`config.mk`:
```
export PLATFORM = sky130hd
export DESIGN_NAME = dsc_deep_sleep
export DESIGN_NICKNAME = d
export VERILOG_FILES = /design/src/dsc_pkg.sv /design/src/dsc_deep_sleep.sv
export VERILOG_INCLUDE_DIRS = /design/src
export SDC_FILE = /design/constraint.sdc
export NUM_CORES = 1
export LEC_CHECK = 0
export BUFFER_PORTS_ARGS = -buffer_cell sky130_fd_sc_hd__buf_2
export CORE_MARGIN = 4
export CORE_UTILIZATION = 44
export DETAILED_ROUTE_END_ITERATION = 8
export PLACE_DENSITY = 0.59
export SYNTH_ARGS = -nofsm -noshare
export SYNTH_HDL_FRONTEND = slang
export SYNTH_SLANG_ARGS = --single-unit
export TNS_END_PERCENT = 1
```
`constraint.sdc`:
```
create_clock -name pclk -period 22.1 [get_ports pclk]
set_clock_uncertainty 0.2 [all_clocks]
set_input_delay 6.63 -clock pclk [delete_from_list [all_inputs] [get_ports pclk]]
set_output_delay 6.63 -clock pclk [all_outputs]
set_load 0.1 [all_outputs]
```
`src/dsc_consts.svh`:
```
/*
  Constants for the deep sleep controller: APB register offsets, field
  positions, reset values and timing counts.
  Assumes a 100 MHz pclk and 32-bit APB data.
*/
// Notes on behaviour
// - Arm bit must be followed by sleep instruction within one cycle, else cleared
// - Arm bit clears automatically on every deep sleep exit
// - Control, wake log and scratch registers need two consecutive equal writes
// - Setting the arm bit clears the whole wake-source log
// - Wake on power-on, master clear, calendar alarm, ext irq zero, watchdog
// - Master clear wakes only when its pin is low
// - Ext irq zero wakes if enabled at entry, at polarity level, after change
// - Calendar alarm wakes only while calendar is on
// - Pending interrupt requests are discarded at deep sleep entry
// - Wake performs power-on reset; scratch, calendar and watchdog survive
// - Wake log records events from arm set until pin hold clears
// - Exit flag set after deep sleep exit; firmware clears it
// - Brown-out event bit in control register reports brown-out during sleep
// - In sleep, input pins float and output pins hold entry latch value
// - After wake pin settings reset but pins frozen until hold cleared
// - Enabled brown-out or true power-on in sleep releases pins, loses state
// - Master clear in sleep keeps retained registers, hold and oscillator state (code keeps these but resets the frozen pin copies to inputs, drive low)
// - Watchdog enabled by config bit, counter reset on each entry
// - Watchdog clock select and five-bit postscaler set period, 1 ms to 25.7 days (here 0.5 ms up to about 2.3 h, limit truncated to WDT_BITS)
// - Low-voltage sleep wake is delayed by the regulator settle time
// - Armed sleep instruction enters deep sleep, else ordinary sleep
// - Control bits reset only by power-on reset outside deep sleep
`ifndef DSC_CONSTS_SVH
`define DSC_CONSTS_SVH

`define DSC_OFF_CONTROL   12'h000
`define DSC_OFF_WAKE_LOG  12'h004
`define DSC_OFF_SCRATCH0  12'h008
`define DSC_OFF_SCRATCH1  12'h00C
`define DSC_OFF_RESET_CTL 12'h010
`define DSC_OFF_OSC_CTL   12'h014
`define DSC_OFF_PIN_DIR   12'h018
`define DSC_OFF_PIN_DRIVE 12'h01C
`define DSC_OFF_STATUS    12'h020

`define DSC_BIT_ARM       15
`define DSC_BIT_BROWNOUT  1
`define DSC_BIT_HOLD      0
`define DSC_BIT_EXIT_FLAG 10
`define DSC_BIT_OSC_ON    1

`define DSC_WAKE_POR      0
`define DSC_WAKE_MASTER_CLEAR_PIN     1
`define DSC_WAKE_ALARM    2
`define DSC_WAKE_EXT_IRQ_ZERO     3
`define DSC_WAKE_WDT      4
`define DSC_WAKE_BOR      5

`define DSC_ZERO32        32'h0000_0000
`define DSC_ARM_WINDOW    2'h1
`define DSC_REGULATOR_SETTLE_TIME_NS       10000
`define DSC_CLK_NS        10
`define DSC_WDT_MIN_MS    1
`define DSC_WDT_MAX_DAYS  257

`endif

```
`src/dsc_pkg.sv`:
```
/*
  Types for the deep sleep controller.
  Assumes dsc_consts.svh defines the numbers.
*/
package dsc_pkg;

  // Power state, one-hot
  typedef enum logic [3:0] {
    DSC_RUN    = 4'b0001,
    DSC_SLEEP  = 4'b0010,
    DSC_DEEP   = 4'b0100,
    DSC_SETTLE = 4'b1000
  } dsc_state_e;

  // Wake event inputs grouped together
  typedef struct packed {
    logic por;
    logic master_clear_pin_n;
    logic alarm;
    logic ext_irq_zero;
    logic bor;
  } dsc_wake_s;

  // Static configuration bits
  typedef struct packed {
    logic       wdt_on;
    logic       wdt_clk_sel;
    logic [4:0] wdt_postscale;
    logic       bor_on;
    logic       ext_irq_zero_en;
    logic       ext_irq_zero_pol;
    logic       calendar_on;
    logic       low_volt;
  } dsc_cfg_s;

endpackage : dsc_pkg

```
`src/dsc_deep_sleep.sv`:
```
/*
  Deep sleep controller with APB register slave, wake logic, pin hold and
  dedicated watchdog.
  Assumes the core raises power_save_instr for one cycle per sleep
  instruction, and that wake inputs are synchronous to pclk.
*/
// Local design decisions: register access over APB and the register addresses.
`timescale 1ns/1ps
`default_nettype none
`include "dsc_consts.svh"

module dsc_deep_sleep #(
  parameter int PINS       = 16,
  parameter int WDT_BITS   = 40,
  parameter int REGULATOR_SETTLE_TIME_NS    = `DSC_REGULATOR_SETTLE_TIME_NS
) (
  input  wire logic              pclk,
  input  wire logic              presetn,
  input  wire logic              clk_en,
  input  wire logic              psel,
  input  wire logic              penable,
  input  wire logic              pwrite,
  input  wire logic [11:0]       paddr,
  input  wire logic [31:0]       pwdata,
  output logic      [31:0]       prdata,
  output logic                   pready,
  output logic                   pslverr,
  input  wire logic              power_save_instr,
  input  wire dsc_pkg::dsc_wake_s wake_in,
  input  wire dsc_pkg::dsc_cfg_s  cfg,
  input  wire logic              irq_pending,
  output logic                   irq_discard,
  output logic                   core_reset,
  output logic                   core_halt,
  output logic                   deep_sleep_active,
  output logic                   secondary_osc_on,
  output logic [PINS-1:0]        pin_out,
  output logic [PINS-1:0]        pin_oe
);

  localparam int REGULATOR_SETTLE_TIME_CYC_I = (REGULATOR_SETTLE_TIME_NS + `DSC_CLK_NS - 1) / `DSC_CLK_NS;
  localparam int REGULATOR_SETTLE_TIME_CYC   = (REGULATOR_SETTLE_TIME_CYC_I < 1) ? 1 : REGULATOR_SETTLE_TIME_CYC_I;

  // Refuse widths the register map cannot hold
  initial begin
    if (PINS < 1 || PINS > 32 || WDT_BITS < 10 || WDT_BITS > 48) begin
      $error("dsc_deep_sleep: unsupported parameter");
    end
  end

  dsc_pkg::dsc_state_e state_reg;
  logic               arm_reg;
  logic               arm_window_reg;
  logic               hold_reg;
  logic               bor_flag_reg;
  logic [5:0]         wake_log_reg;
  logic [31:0]        scratch0_reg;
  logic [31:0]        scratch1_reg;
  logic               exit_flag_reg;
  logic               osc_on_reg;
  logic               osc_frozen_reg;
  logic [PINS-1:0]    pin_dir_reg;
  logic [PINS-1:0]    pin_drive_reg;
  logic [PINS-1:0]    frz_dir_reg;
  logic [PINS-1:0]    frz_drive_reg;
  logic               ext_irq_zero_seen_reg;
  logic               ext_irq_zero_en_reg;
  logic [WDT_BITS-1:0] wdt_cnt_reg;
  logic [15:0]        settle_reg;
  logic               first_wr_reg;
  logic [11:0]        first_addr_reg;
  logic [31:0]        first_data_reg;

  logic       wr_acc;
  logic       rd_acc;
  logic       protected_addr;
  logic       confirmed;
  logic       enter_deep;
  logic       wake_any;
  logic       bor_loss;
  logic [5:0] wake_now;
  logic [WDT_BITS-1:0] wdt_limit;

  assign wr_acc  = psel & penable & pwrite & clk_en;
  assign rd_acc  = psel & penable & ~pwrite;
  assign pready  = 1'b1;
  assign pslverr = 1'b0;

  // Protected registers need the same word written twice in a row
  assign protected_addr = (paddr == `DSC_OFF_CONTROL) || (paddr == `DSC_OFF_WAKE_LOG) ||
                          (paddr == `DSC_OFF_SCRATCH0) || (paddr == `DSC_OFF_SCRATCH1);
  assign confirmed = first_wr_reg && first_addr_reg == paddr && first_data_reg == pwdata;

  always_ff @(posedge pclk or negedge presetn) begin
    if (!presetn) begin
      first_wr_reg   <= 1'b0;
      first_addr_reg <= 12'h000;
      first_data_reg <= `DSC_ZERO32;
    end else if (wr_acc) begin
      first_wr_reg   <= protected_addr & ~confirmed;
      first_addr_reg <= paddr;
      first_data_reg <= pwdata;
    end
  end

  // Period: postscale doubles from about 1 ms, or from 0.5 ms with the clock select set
  assign wdt_limit = WDT_BITS'(64'd100000 << cfg.wdt_postscale) >> cfg.wdt_clk_sel;

  // Wake sources; all but power-on and master clear gated by their own qualifier
  always_comb begin
    wake_now = 6'h00;
    wake_now[`DSC_WAKE_POR]   = wake_in.por;
    wake_now[`DSC_WAKE_MASTER_CLEAR_PIN]  = ~wake_in.master_clear_pin_n;
    wake_now[`DSC_WAKE_ALARM] = wake_in.alarm & cfg.calendar_on;
    wake_now[`DSC_WAKE_EXT_IRQ_ZERO]  = ext_irq_zero_en_reg & ext_irq_zero_seen_reg & (wake_in.ext_irq_zero == cfg.ext_irq_zero_pol);
    wake_now[`DSC_WAKE_WDT]   = cfg.wdt_on && (wdt_cnt_reg >= wdt_limit);
    wake_now[`DSC_WAKE_BOR]   = wake_in.bor & cfg.bor_on;
  end

  assign wake_any   = (state_reg == dsc_pkg::DSC_DEEP) && (|wake_now);
  assign enter_deep = power_save_instr && arm_reg && arm_window_reg
                      && state_reg == dsc_pkg::DSC_RUN;
  assign bor_loss   = (state_reg == dsc_pkg::DSC_DEEP) &&
                      ((wake_in.bor & cfg.bor_on) | wake_in.por);

  // Power state machine
  always_ff @(posedge pclk or negedge presetn) begin
    if (!presetn) begin
      state_reg  <= dsc_pkg::DSC_RUN;
      settle_reg <= 16'h0000;
    end else if (clk_en) begin
      case (state_reg)
        dsc_pkg::DSC_RUN: begin
          if (enter_deep) begin
            state_reg <= dsc_pkg::DSC_DEEP;
          end else if (power_save_instr) begin
            state_reg <= dsc_pkg::DSC_SLEEP;
          end
        end
        dsc_pkg::DSC_SLEEP: begin
          // Low-voltage sleep waits for the core supply to return
          if (irq_pending || ~wake_in.master_clear_pin_n || wake_in.por) begin
            settle_reg <= cfg.low_volt ? 16'(REGULATOR_SETTLE_TIME_CYC) : 16'h0001;
            state_reg  <= dsc_pkg::DSC_SETTLE;
          end
        end
        dsc_pkg::DSC_DEEP: begin
          if (wake_any) begin
            state_reg  <= dsc_pkg::DSC_SETTLE;
            settle_reg <= 16'h0001;
          end
        end
        dsc_pkg::DSC_SETTLE: begin
          if (settle_reg <= 16'h0001) begin
            state_reg <= dsc_pkg::DSC_RUN;
          end else begin
            settle_reg <= settle_reg - 16'h0001;
          end
        end
        default: state_reg <= dsc_pkg::DSC_RUN;
      endcase
    end
  end

  // Arm bit and its one-instruction window
  always_ff @(posedge pclk or negedge presetn) begin
    if (!presetn) begin
      arm_reg        <= 1'b0;
      arm_window_reg <= 1'b0;
    end else if (clk_en) begin
      if (state_reg == dsc_pkg::DSC_DEEP && wake_any) begin
        arm_reg <= 1'b0;
      end else if (wr_acc && confirmed && paddr == `DSC_OFF_CONTROL) begin
        arm_reg        <= pwdata[`DSC_BIT_ARM];
        arm_window_reg <= pwdata[`DSC_BIT_ARM];
      end else if (arm_reg && state_reg == dsc_pkg::DSC_RUN) begin
        // Window lasts one cycle; missed instruction disarms
        arm_window_reg <= 1'b0;
        if (!arm_window_reg || !power_save_instr) begin
          arm_reg <= arm_window_reg;
        end
      end
    end
  end

  // Pin hold, brown-out flag and wake log
  always_ff @(posedge pclk or negedge presetn) begin
    if (!presetn) begin
      hold_reg     <= 1'b0;
      bor_flag_reg <= 1'b0;
      wake_log_reg <= 6'h00;
    end else if (clk_en) begin
      if (bor_loss) begin
        hold_reg     <= 1'b0;
        bor_flag_reg <= wake_in.bor & cfg.bor_on;
      end else if (enter_deep) begin
        hold_reg <= 1'b1;
      end else if (wr_acc && confirmed && paddr == `DSC_OFF_CONTROL) begin
        hold_reg     <= pwdata[`DSC_BIT_HOLD];
        bor_flag_reg <= pwdata[`DSC_BIT_BROWNOUT];
      end
      if (wr_acc && confirmed && paddr == `DSC_OFF_CONTROL && pwdata[`DSC_BIT_ARM]) begin
        wake_log_reg <= 6'h00;
      end else if (wr_acc && confirmed && paddr == `DSC_OFF_WAKE_LOG) begin
        wake_log_reg <= pwdata[5:0] | ((arm_reg | hold_reg) ? wake_now : 6'h00);
      end else if (arm_reg || hold_reg) begin
        wake_log_reg <= wake_log_reg | wake_now;
      end
    end
  end

  // Scratch words survive wake, lost on enabled brown-out or true power-on in deep sleep
  always_ff @(posedge pclk or negedge presetn) begin
    if (!presetn) begin
      scratch0_reg <= `DSC_ZERO32;
      scratch1_reg <= `DSC_ZERO32;
    end else if (clk_en) begin
      if (bor_loss) begin
        scratch0_reg <= `DSC_ZERO32;
        scratch1_reg <= `DSC_ZERO32;
      end else if (wr_acc && confirmed && paddr == `DSC_OFF_SCRATCH0) begin
        scratch0_reg <= pwdata;
      end else if (wr_acc && confirmed && paddr == `DSC_OFF_SCRATCH1) begin
        scratch1_reg <= pwdata;
      end
    end
  end

  // Exit flag: set wins over a clear in the same cycle
  always_ff @(posedge pclk or negedge presetn) begin
    if (!presetn) begin
      exit_flag_reg <= 1'b0;
    end else if (clk_en) begin
      if (wake_any) begin
        exit_flag_reg <= 1'b1;
      end else if (wr_acc && paddr == `DSC_OFF_RESET_CTL && !pwdata[`DSC_BIT_EXIT_FLAG]) begin
        exit_flag_reg <= 1'b0;
      end
    end
  end

  // Ordinary registers reset by the wake; frozen copies hold the pins
  always_ff @(posedge pclk or negedge presetn) begin
    if (!presetn) begin
      pin_dir_reg    <= '1;
      pin_drive_reg  <= '0;
      osc_on_reg     <= 1'b0;
      frz_dir_reg    <= '1;
      frz_drive_reg  <= '0;
      osc_frozen_reg <= 1'b0;
    end else if (clk_en) begin
      if (enter_deep) begin
        frz_dir_reg    <= pin_dir_reg;
        frz_drive_reg  <= pin_drive_reg;
        osc_frozen_reg <= osc_on_reg;
      end else if (state_reg == dsc_pkg::DSC_DEEP && ~wake_in.master_clear_pin_n) begin
        frz_dir_reg   <= '1;
        frz_drive_reg <= '0;
      end
      if (wake_any) begin
        pin_dir_reg   <= '1;
        pin_drive_reg <= '0;
        osc_on_reg    <= 1'b0;
      end else if (wr_acc && paddr == `DSC_OFF_PIN_DIR) begin
        pin_dir_reg <= pwdata[PINS-1:0];
      end else if (wr_acc && paddr == `DSC_OFF_PIN_DRIVE) begin
        pin_drive_reg <= pwdata[PINS-1:0];
      end else if (wr_acc && paddr == `DSC_OFF_OSC_CTL) begin
        osc_on_reg <= pwdata[`DSC_BIT_OSC_ON];
      end
    end
  end

  // Watchdog counts only in deep sleep; cleared on each entry
  always_ff @(posedge pclk or negedge presetn) begin
    if (!presetn) begin
      wdt_cnt_reg <= '0;
    end else if (clk_en) begin
      if (enter_deep) begin
        wdt_cnt_reg <= '0;
      end else if (state_reg == dsc_pkg::DSC_DEEP && cfg.wdt_on) begin
        wdt_cnt_reg <= wdt_cnt_reg + WDT_BITS'(1);
      end
    end
  end

  // Ext irq zero: enable caught at entry, needs a level change inside
  always_ff @(posedge pclk or negedge presetn) begin
    if (!presetn) begin
      ext_irq_zero_en_reg   <= 1'b0;
      ext_irq_zero_seen_reg <= 1'b0;
    end else if (clk_en) begin
      if (enter_deep) begin
        ext_irq_zero_en_reg   <= cfg.ext_irq_zero_en;
        ext_irq_zero_seen_reg <= 1'b0;
      end else if (state_reg == dsc_pkg::DSC_DEEP && wake_in.ext_irq_zero != cfg.ext_irq_zero_pol) begin
        ext_irq_zero_seen_reg <= 1'b1;
      end
    end
  end

  // Read data from flip-flops
  always_ff @(posedge pclk or negedge presetn) begin
    if (!presetn) begin
      prdata <= `DSC_ZERO32;
    end else if (rd_acc) begin
      if (paddr == `DSC_OFF_CONTROL) begin
        prdata <= {16'h0000, arm_reg, 13'h0000, bor_flag_reg, hold_reg};
      end else if (paddr == `DSC_OFF_WAKE_LOG) begin
        prdata <= {26'h000_0000, wake_log_reg};
      end else if (paddr == `DSC_OFF_SCRATCH0) begin
        prdata <= scratch0_reg;
      end else if (paddr == `DSC_OFF_SCRATCH1) begin
        prdata <= scratch1_reg;
      end else if (paddr == `DSC_OFF_RESET_CTL) begin
        prdata <= {21'h00_0000, exit_flag_reg, 10'h000};
      end else if (paddr == `DSC_OFF_OSC_CTL) begin
        prdata <= {30'h0000_0000, osc_on_reg, 1'b0};
      end else if (paddr == `DSC_OFF_PIN_DIR) begin
        prdata <= 32'(pin_dir_reg);
      end else if (paddr == `DSC_OFF_PIN_DRIVE) begin
        prdata <= 32'(pin_drive_reg);
      end else if (paddr == `DSC_OFF_STATUS) begin
        prdata <= {28'h000_0000, state_reg};
      end else begin
        prdata <= `DSC_ZERO32;
      end
    end
  end

  // Pins follow frozen copies while held
  assign pin_out = hold_reg ? frz_drive_reg : pin_drive_reg;
  assign pin_oe  = hold_reg ? ~frz_dir_reg : ~pin_dir_reg;
  assign secondary_osc_on = hold_reg ? osc_frozen_reg : osc_on_reg;
  assign irq_discard = enter_deep & irq_pending;
  assign core_reset  = wake_any;
  assign core_halt   = (state_reg != dsc_pkg::DSC_RUN);
  assign deep_sleep_active = (state_reg == dsc_pkg::DSC_DEEP);

endmodule : dsc_deep_sleep
`default_nettype wire

```
==> results of run 1 <==
routing by layer:
layer  vias up  GRT usage
met5         -          0
met4         2     0.0606
met3        77     0.0328
li1       6016          -
met1      6195      0.322
met2       319      0.377
power by group through the flow:
stage | Clock, mW | Sequential, mW | Combinational (mW)
3_3_place_gp | 0 | 0.583 | 0.212
4_1_cts | 0.529 | 0.575 | 0.216
2_1_floorplan | 0 | 0.588 | 0.141
5_1_grt | 0.552 | 0.580 | 0.239
6_report | 0.518 | 0.576 | 0.214
3_5_place_dp | 0 | 0.584 | 0.215
path summary, 6_finish.rpt:
path / startpoint / endpoint / slack, ps / cells after the start
worst min register to register: frz_dir_reg[9] / frz_dir_reg[9] / 250 / 2
min in group asynchronous: presetn / wdt_cnt_reg[5] / 5840 / 1
worst max register to register: state_reg[0] / wdt_cnt_reg[21] / 18370 / 7
worst min-delay path: frz_dir_reg[9] / frz_dir_reg[9] / 250 / 2
worst max-delay path: cfg[5] / core_reset / 4750 / 17
max in group asynchronous: presetn / hold_reg / 14050 / 2
cells in the final DEF (no fill, tap or decap), types with 20 or more instances in the layout:
| master | count |
|---|---|
| nand2_1 | 272 |
| dfrtp_1 | 246 |
| buf_2 | 136 |
| mux2i_1 | 109 |
| nor2_1 | 104 |
| inv_1 | 95 |
| a21oi_1 | 78 |
| o21ai_0 | 58 |
| xnor2_1 | 52 |
| ha_1 | 47 |
| a22o_1 | 35 |
| nand3_1 | 33 |
| dfstp_2 | 33 |
| o31ai_1 | 31 |
| mux2_2 | 30 |
| clkbuf_16 | 30 |
| nand4_1 | 27 |
| nor3_1 | 25 |
| o211ai_1 | 20 |
through the flow:
step	cell area (um^2)	setup WS (ps)	instances
3_5_place_dp	16700	4800	2170
6_report	17700	4750	2224
5_1_grt	17700	4420	2224
2_1_floorplan	15700	5110	1652
4_1_cts	17700	4780	2224
3_3_place_gp	16700	4840	2170
worst min-delay path: stages (launching register included):
cell     delay (ps)
dfstp_2         370
nand2_1          50
nand2_1          40
logic make-up after synthesis:
logic type	Yosys count	synth area share
compound gates	337	0.151
mux	156	0.103
buf+inv	187	0.0479
flops	280	0.449
simple gates	574	0.173
other cells	2	0.000479
xor+xnor	69	0.0385
fa+ha+maj	47	0.0375
layout make-up:
cell class | count | area [um^2] | area share
multi-input cells | 1185 | 7900 | 0.446
inverters | 99 | 372 | 0.0210
clock buffers | 44 | 863 | 0.0487
clock inverters | 10 | 156 | 0.00883
well taps | 455 | 569 | 0.0321
repair buffers | 151 | 801 | 0.0452
flip-flops and latches | 280 | 7050 | 0.398
==> impl_metrics.env, run 1 <==
export IMPL_first_pass_iters=5
export IMPL_gp_congestion=0.908
export IMPL_synth_top_flop_cell="dfrtp_1"
export IMPL_yosysTopAreaCell="dfrtp_1"
export IMPL_grt_max_degree=93
export IMPL_layout_min_cycle_time_ps=17350
export IMPL_layout_nets=1863
export IMPL_wire_per_inst_um=20.4
export IMPL_power_internal_mw=0.922
export IMPL_drtIter0Drc=856
export IMPL_fmax_mhz=57.6
export IMPL_cts_max_level=1
export IMPL_grt_first_pass_wirelength_um=71900
export IMPL_num_io_pins=140
export IMPL_worst_ep_arrival_time_ps=10520
export IMPL_route_met3_wl_um=2290
export IMPL_status="finished clean"
export IMPL_ant_nets=0
export IMPL_synth_edf_count=0
export IMPL_total_power_mw=1.31
export IMPL_track_usage=0.230
export IMPL_setup_viol=0
export IMPL_worst_skew_pair_late_latency_ps=580
export IMPL_crit_family="buffers and inverters"
export IMPL_grt_overflow=0
export IMPL_area_growth_pct=12.9
export IMPL_leakagePower_nw=8.75
export IMPL_drv_cap=0
export IMPL_worst_path_most_repeated_cell="inv_1"
export IMPL_rsz0062_at_grt="no"
export IMPL_cts_setup_buffers=0
export IMPL_p_clk_frac=0.396
export IMPL_cts_tree="built"
export IMPL_peakVddDrop_uv=68.5
export IMPL_cts_root_buffer="clkbuf_16"
export IMPL_synth_area_mm2=0.0157
export IMPL_n_antenna_cell=0
export IMPL_dieArea_mm2=0.0387
export IMPL_worst_pin_slew_ps=1150
export IMPL_coreArea_mm2=0.0349
export IMPL_critical_path_class="input port to output pin"
export IMPL_required_ps=15270
export IMPL_cp_start_kind="input port"
export IMPL_seq_power_share=0.440
export IMPL_wl_met2_um=21600
export IMPL_p_comb_frac=0.164
export IMPL_synth_distinct_cells=88
export IMPL_swShare=0.295
export IMPL_yosysWarnings=0
export IMPL_cts_resized=0
export IMPL_timing_hold_ws_ps=252
export IMPL_hold_class="flip-flop to flip-flop"
export IMPL_cts_sinks=280
export IMPL_finalSetupTns_ps=0
export IMPL_top_layer="met5"
export IMPL_drc_errors=0
export IMPL_finalCritPeriodShare=0.785
export IMPL_cts_hold_fix_buffers=0
export IMPL_wl_um=45500
export IMPL_cts_buffers=30
export IMPL_synthesis_nets=1768
export IMPL_grt_pass1_vias=12600
export IMPL_io_buffers=137
export IMPL_ys_seq_area_frac=0.449
export IMPL_synth_area_top_cells="dfrtp_1 (39%), mux2i_1 (7.0%), nand2_1 (6.6%), dfstp_2 (5.5%), ha_1 (3.7%)"
export IMPL_synth_common_cells="nand2_1 (274), dfrtp_1 (247), mux2i_1 (109)"
export IMPL_drv_slew=0
export IMPL_largest_register_ffs=40
export IMPL_antenna_found_initial=1
export IMPL_wirelength_met1_um=20300
export IMPL_fp_row_count=68
export IMPL_power_density_mw_per_mm2=73.8
export IMPL_via_per_inst=5.67
export IMPL_start_util=0.450
export IMPL_async_flop_share=1.00
export IMPL_cp_buffers_inverters=6
export IMPL_syn_inst=1652
export IMPL_hold_viol=0
export IMPL_die_w_um=197
export IMPL_path_clk_slew_ps=60
export IMPL_max_stage_delay_ps=480
export IMPL_fill_cells=3327
export IMPL_worst_setup_path_end_kind="output pin"
export IMPL_crit_chain="buf_2, inv_1, ha_1, a21oi_1, o21ai_0, nand2_1, o21ai_0, nand2_1, ha_1, nand4_1, nor4_2, inv_1, o211ai_2, o21ai_2, buf_4, inv_1, buf_2"
export IMPL_fin_util=0.508
export IMPL_yosysMostFrequentCell="nand2_1"
export IMPL_clk_path_buf_depth=3
export IMPL_avgSynthCellArea_um2=9.50
export IMPL_dp_hpwl_um=32600
export IMPL_drive_gt1_frac=0.167
export IMPL_num_vias=12600
export IMPL_p_sw_mw=0.385
export IMPL_cp_max_fo=22
export IMPL_die_y_um=197
export IMPL_cp_slowest_cell="nor4_2"
export IMPL_ys_ff_latch=280
export IMPL_max_slew_margin=0.229
export IMPL_synth_top_cell_area_share=0.394
(Power assumes the default switching activity.)
==> inputs of run 2 (changes only) <==
- PLACE_DENSITY: 0.59 -> 0.61
- clock period: 22.1 -> 15.2 ns (I/O delays scaled with it)
==> impl_metrics.env, run 2 (synthesis gave the netlist of run 1 again) <==
export IMPL_num_io_pins=140
export IMPL_place_ws_ps=1950
export IMPL_first_pass_iters=5
export IMPL_cts_max_level=1
export IMPL_num_vias=12600
export IMPL_drv_cap=0
export IMPL_largest_register_ffs=40
export IMPL_cp_slowest_cell="nor4_2"
export IMPL_rsz0062_at_grt="no"
export IMPL_peakVddDrop_uv=92.8
export IMPL_hp_start="frz_dir_reg[9]"
export IMPL_cts_tree="built"
export IMPL_cts_setup_buffers=0
export IMPL_fin_cells=2227
export IMPL_rr_startpoint="wdt_cnt_reg[33]"
export IMPL_ant_nets=0
export IMPL_dp_hpwl_um=32600
export IMPL_wl_um=46000
export IMPL_coreArea_mm2=0.0349
export IMPL_r2r_setup_slack_ps=11580
export IMPL_drc_errors=0
export IMPL_status="finished clean"
export IMPL_hold_depth=2
export IMPL_crit_chain="buf_2, inv_1, ha_1, and2_1, a21oi_1, nand2_1, o21ai_0, o21ai_0, nand2_1, ha_1, nand4_1, nor4_2, inv_1, o211ai_2, o21ai_2, buf_4, inv_1, buf_2"
export IMPL_worst_skew_pair_late_latency_ps=590
export IMPL_cts_hold_fix_buffers=0
export IMPL_dp_cells=2169
export IMPL_fp_row_count=68
export IMPL_setup_viol=0
export IMPL_max_slew_margin=0.223
export IMPL_path_clk_slew_ps=60
export IMPL_critical_path_class="input port to output pin"
export IMPL_area_growth_pct=13.2
export IMPL_dieArea_mm2=0.0387
export IMPL_crit_family="buffers and inverters"
export IMPL_io_buffers=137
export IMPL_clk_path_buf_depth=3
export IMPL_die_w_um=197
export IMPL_worst_pin_slew_ps=1160
export IMPL_gp_congestion=0.899
export IMPL_cts_sinks=280
export IMPL_track_usage=0.234
export IMPL_worst_path_most_repeated_cell="inv_1"
export IMPL_drv_slew=0
export IMPL_cts_root_buffer="clkbuf_16"
export IMPL_total_power_mw=1.93
export IMPL_grt_overflow=0
export IMPL_grt_first_pass_wirelength_um=73100
export IMPL_worst_ep_arrival_time_ps=8570
export IMPL_setup_ws_ps=1870
export IMPL_drive_gt1_frac=0.168
export IMPL_layout_min_cycle_time_ps=13330
export IMPL_finalSetupTns_ps=0
export IMPL_ff2ff_path_depth=8
export IMPL_cts_resized=0
export IMPL_finalCritPeriodShare=0.877
export IMPL_cts_buffers=31
export IMPL_fill_cells=3311
export IMPL_reg2reg_to="settle_reg[2]"
export IMPL_cp_max_fo=22
export IMPL_drtIter0Drc=772
export IMPL_via_per_inst=5.66
export IMPL_hold_viol=0
export IMPL_power_density_mw_per_mm2=109
export IMPL_leakagePower_nw=8.79
export IMPL_multi_input_area_mm2=0.00790
export IMPL_required_ps=10440
export IMPL_fmax_mhz=75.0
export IMPL_max_stage_delay_ps=450
export IMPL_hold_class="flip-flop to flip-flop"
export IMPL_grt_pass1_vias=12700
export IMPL_whs_endpoint="frz_dir_reg[9]"
export IMPL_cp_buffers_inverters=6
export IMPL_ff_latch_area_mm2=0.00705
export IMPL_cp_start_kind="input port"
export IMPL_final_cell_mix="nand2_1 (272), dfrtp_1 (247), buf_2 (136), mux2i_1 (109), nor2_1 (104)"
export IMPL_antenna_found_initial=2
export IMPL_worst_setup_path_end_kind="output pin"
export IMPL_layout_nets=1863
export IMPL_final_common_cell="nand2_1"
export IMPL_wire_per_inst_um=20.7
export IMPL_start_util=0.450
export IMPL_die_y_um=197
export IMPL_grt_max_degree=174
export IMPL_fin_util=0.509
-- run 2: how the worst max path moves through the flow --
stage / startpoint / end / cells past startpoint
floorplan: cfg[5] / core_reset / 19
global placement: cfg[5] / core_reset / 17
detailed placement: cfg[5] / core_reset / 18
CTS: cfg[5] / core_reset / 18
global route: cfg[5] / core_reset / 18
finish: cfg[5] / core_reset / 18
-- run 2: power by group --
group	switching [mW]	total [mW]	internal [mW]
Sequential	0.0425	0.836	0.794
Clock	0.319	0.782	0.463
Combinational	0.210	0.313	0.103
Total	0.571	1.93	1.36
-- run 2: cell type report --
type                    instances  area share
multi-input cells            1185       0.445
flip-flops and latches        280       0.397
clock buffers                  48      0.0535
repair buffers                150      0.0454
well taps                     455      0.0320
inverters                      99      0.0209
clock inverters                 9     0.00641
diodes                          1    0.000141
-- run 2: routing by layer --
metal / GRT usage / up-vias / share of wire
met5: 0 / - / 0.00028
li1: - / 6012 / -
met2: 0.381 / 347 / 0.47
met1: 0.325 / 6170 / 0.44
met3: 0.0381 / 78 / 0.058
met4: 0.0660 / 2 / 0.029
-- run 2: tightest hold or removal path: stages, from the launching register on --
cell     delay [ps]
dfstp_2         370
nand2_1          50
nand2_1          40
-- run 2: stage by stage --
stage	hold WS [ps]	cell area [um^2]
2_1_floorplan	235	15700
3_3_place_gp	241	16700
3_5_place_dp	250	16700
4_1_cts	259	17800
5_1_grt	278	17800
6_report	256	17800
==> inputs of run 3 (changes only) <==
- CELL_PAD_IN_SITES_DETAIL_PLACEMENT: unset -> 0
- CELL_PAD_IN_SITES_GLOBAL_PLACEMENT: unset -> 2
- CORE_UTILIZATION: 44 -> 35
- PLACE_DENSITY: 0.61 -> 0.74
- SKIP_LAST_GASP: unset -> 1
==> impl_metrics.env, run 3 (synthesis gave the netlist of run 1 again) <==
export IMPL_peakVddDrop_uv=70.2
export IMPL_ff2ff_path_depth=9
export IMPL_drv_cap=0
export IMPL_drv_slew=0
export IMPL_grt_pass1_vias=12800
export IMPL_max_slew_margin=0.235
export IMPL_area_growth_pct=15.0
export IMPL_status="finished clean"
export IMPL_setup_ws_ps=1830
export IMPL_cts_max_level=2
export IMPL_cts_resized=0
export IMPL_fmax_mhz=74.8
export IMPL_dieArea_mm2=0.0483
export IMPL_wl_um=49200
export IMPL_antenna_found_initial=3
export IMPL_start_util=0.355
export IMPL_path_clk_slew_ps=60
export IMPL_cts_tree="built"
export IMPL_cts_root_buffer="clkbuf_16"
export IMPL_layout_nets=1869
export IMPL_critical_path_class="input port to output pin"
export IMPL_drc_errors=0
export IMPL_crit_family="buffers and inverters"
export IMPL_drtIter0Drc=823
export IMPL_rsz0062_at_grt="no"
export IMPL_die_w_um=220
export IMPL_placed_cell_area_mm2=0.0169
export IMPL_grt_first_pass_wirelength_um=76800
export IMPL_multi_input_area_mm2=0.00791
export IMPL_cp_start_kind="input port"
export IMPL_power_density_mw_per_mm2=111
export IMPL_cts_setup_buffers=0
export IMPL_leakagePower_nw=8.83
export IMPL_wire_per_inst_um=20.8
export IMPL_fp_row_count=77
export IMPL_final_area_mm2=0.0180
export IMPL_timing_hold_ws_ps=254
export IMPL_fin_util=0.408
export IMPL_cts_buffers=35
export IMPL_n_antenna_cell=0
export IMPL_largest_register_ffs=40
export IMPL_grt_max_degree=159
export IMPL_ff_latch_area_mm2=0.00705
export IMPL_coreArea_mm2=0.0442
export IMPL_place_ws_ps=1800
export IMPL_worst_skew_pair_late_latency_ps=550
export IMPL_crit_chain="buf_2, inv_1, ha_1, and2_1, a21oi_1, nand2_1, o21ai_0, o21ai_0, nand2_1, ha_1, nand4_1, nor4_2, inv_1, o211ai_2, o21ai_2, buf_4, inv_1, buf_2"
export IMPL_required_ps=10440
export IMPL_setup_viol=0
export IMPL_final_cell_mix="nand2_1 (272), dfrtp_1 (246), buf_2 (136), mux2i_1 (109), nor2_1 (104)"
export IMPL_hold_class="flip-flop to flip-flop"
export IMPL_layout_min_cycle_time_ps=13370
export IMPL_track_usage=0.205
export IMPL_hold_viol=0
export IMPL_via_per_inst=5.32
export IMPL_cp_buffers_inverters=6
export IMPL_finalCritPeriodShare=0.880
export IMPL_clk_path_buf_depth=3
export IMPL_dp_hpwl_um=34700
export IMPL_cts_hold_fix_buffers=0
export IMPL_worst_path_stages=18
export IMPL_gp_congestion=0.815
export IMPL_max_stage_delay_ps=480
export IMPL_ant_nets=0
export IMPL_grt_overflow=0
export IMPL_num_io_pins=140
export IMPL_io_buffers=137
export IMPL_fill_cells=4344
export IMPL_worst_setup_path_end_kind="output pin"
export IMPL_cp_max_fo=22
export IMPL_worst_ep_arrival_time_ps=8610
export IMPL_worst_path_most_repeated_cell="inv_1"
export IMPL_finalSetupTns_ps=0
export IMPL_final_common_cell="nand2_1"
export IMPL_die_y_um=220
export IMPL_first_pass_iters=5
export IMPL_hold_depth=2
export IMPL_worst_pin_slew_ps=1140
export IMPL_num_vias=12600
export IMPL_cts_sinks=280
export IMPL_drive_gt1_frac=0.171
export IMPL_cp_slowest_cell="nor4_2"
[run 3: cell types whose count changed in the layout (fill, tap and decap cells not counted), moves of 2 or more]
cell | previous run | this run
buf_4 | 12 | 14
clkbuf_1 | 6 | 10
clkbuf_16 | 31 | 36
clkinv_2 | 5 | 3
[run 3: layer usage]
layer	global-route usage	vias to the layer above	part of all wire
met5	0	-	0.00055
met4	0.0682	6	0.028
met3	0.0302	77	0.042
met2	0.345	283	0.49
met1	0.272	6217	0.44
li1	-	6034	-
[run 3: per-stage QoR]
stage	total power [mW]	cells
after floorplan	1.06	1652
after global placement	1.16	2308
after detailed placement	1.17	2308
after CTS	2.02	2371
after global routing	2.09	2371
final	1.99	2371
[run 3: worst register-to-register path: stages (launching register included)]
cell and delay, ps:
dfrtp_1 440, ha_1 340, a211oi_1 280, a2111oi_0 170
o2111ai_1 250, o211ai_2 240, o21ai_2 200, buf_4 270
nor3b_4 770, a22o_1 240
[run 3: layout make-up]
cell class,instances,share of cell area
Clock buffer,56,0.0596
Clock inverter,7,0.00430
Inverter,99,0.0206
Multi-Input combinational cell,1185,0.438
Sequential cell,280,0.391
Tap cell,592,0.0411
Timing Repair Buffer,152,0.0455
[run 3: power by group]
part / internal (mW) / total (mW) / switching, mW
combinational: 0.103 / 0.316 / 0.213
sequential: 0.794 / 0.837 / 0.0431
clock: 0.503 / 0.841 / 0.338
total: 1.40 / 1.99 / 0.594
[run 3: final timing paths]
path                                 from                 to  slack, ps
min reg2reg                frz_dir_reg[9]     frz_dir_reg[9]        250
min in group asynchronous         presetn      settle_reg[8]       3850
max reg2reg                wdt_cnt_reg[6]  pin_drive_reg[12]      11730
max in group asynchronous         presetn           hold_reg       9280
min                        frz_dir_reg[9]     frz_dir_reg[9]        250
max                                cfg[5]         core_reset       1830
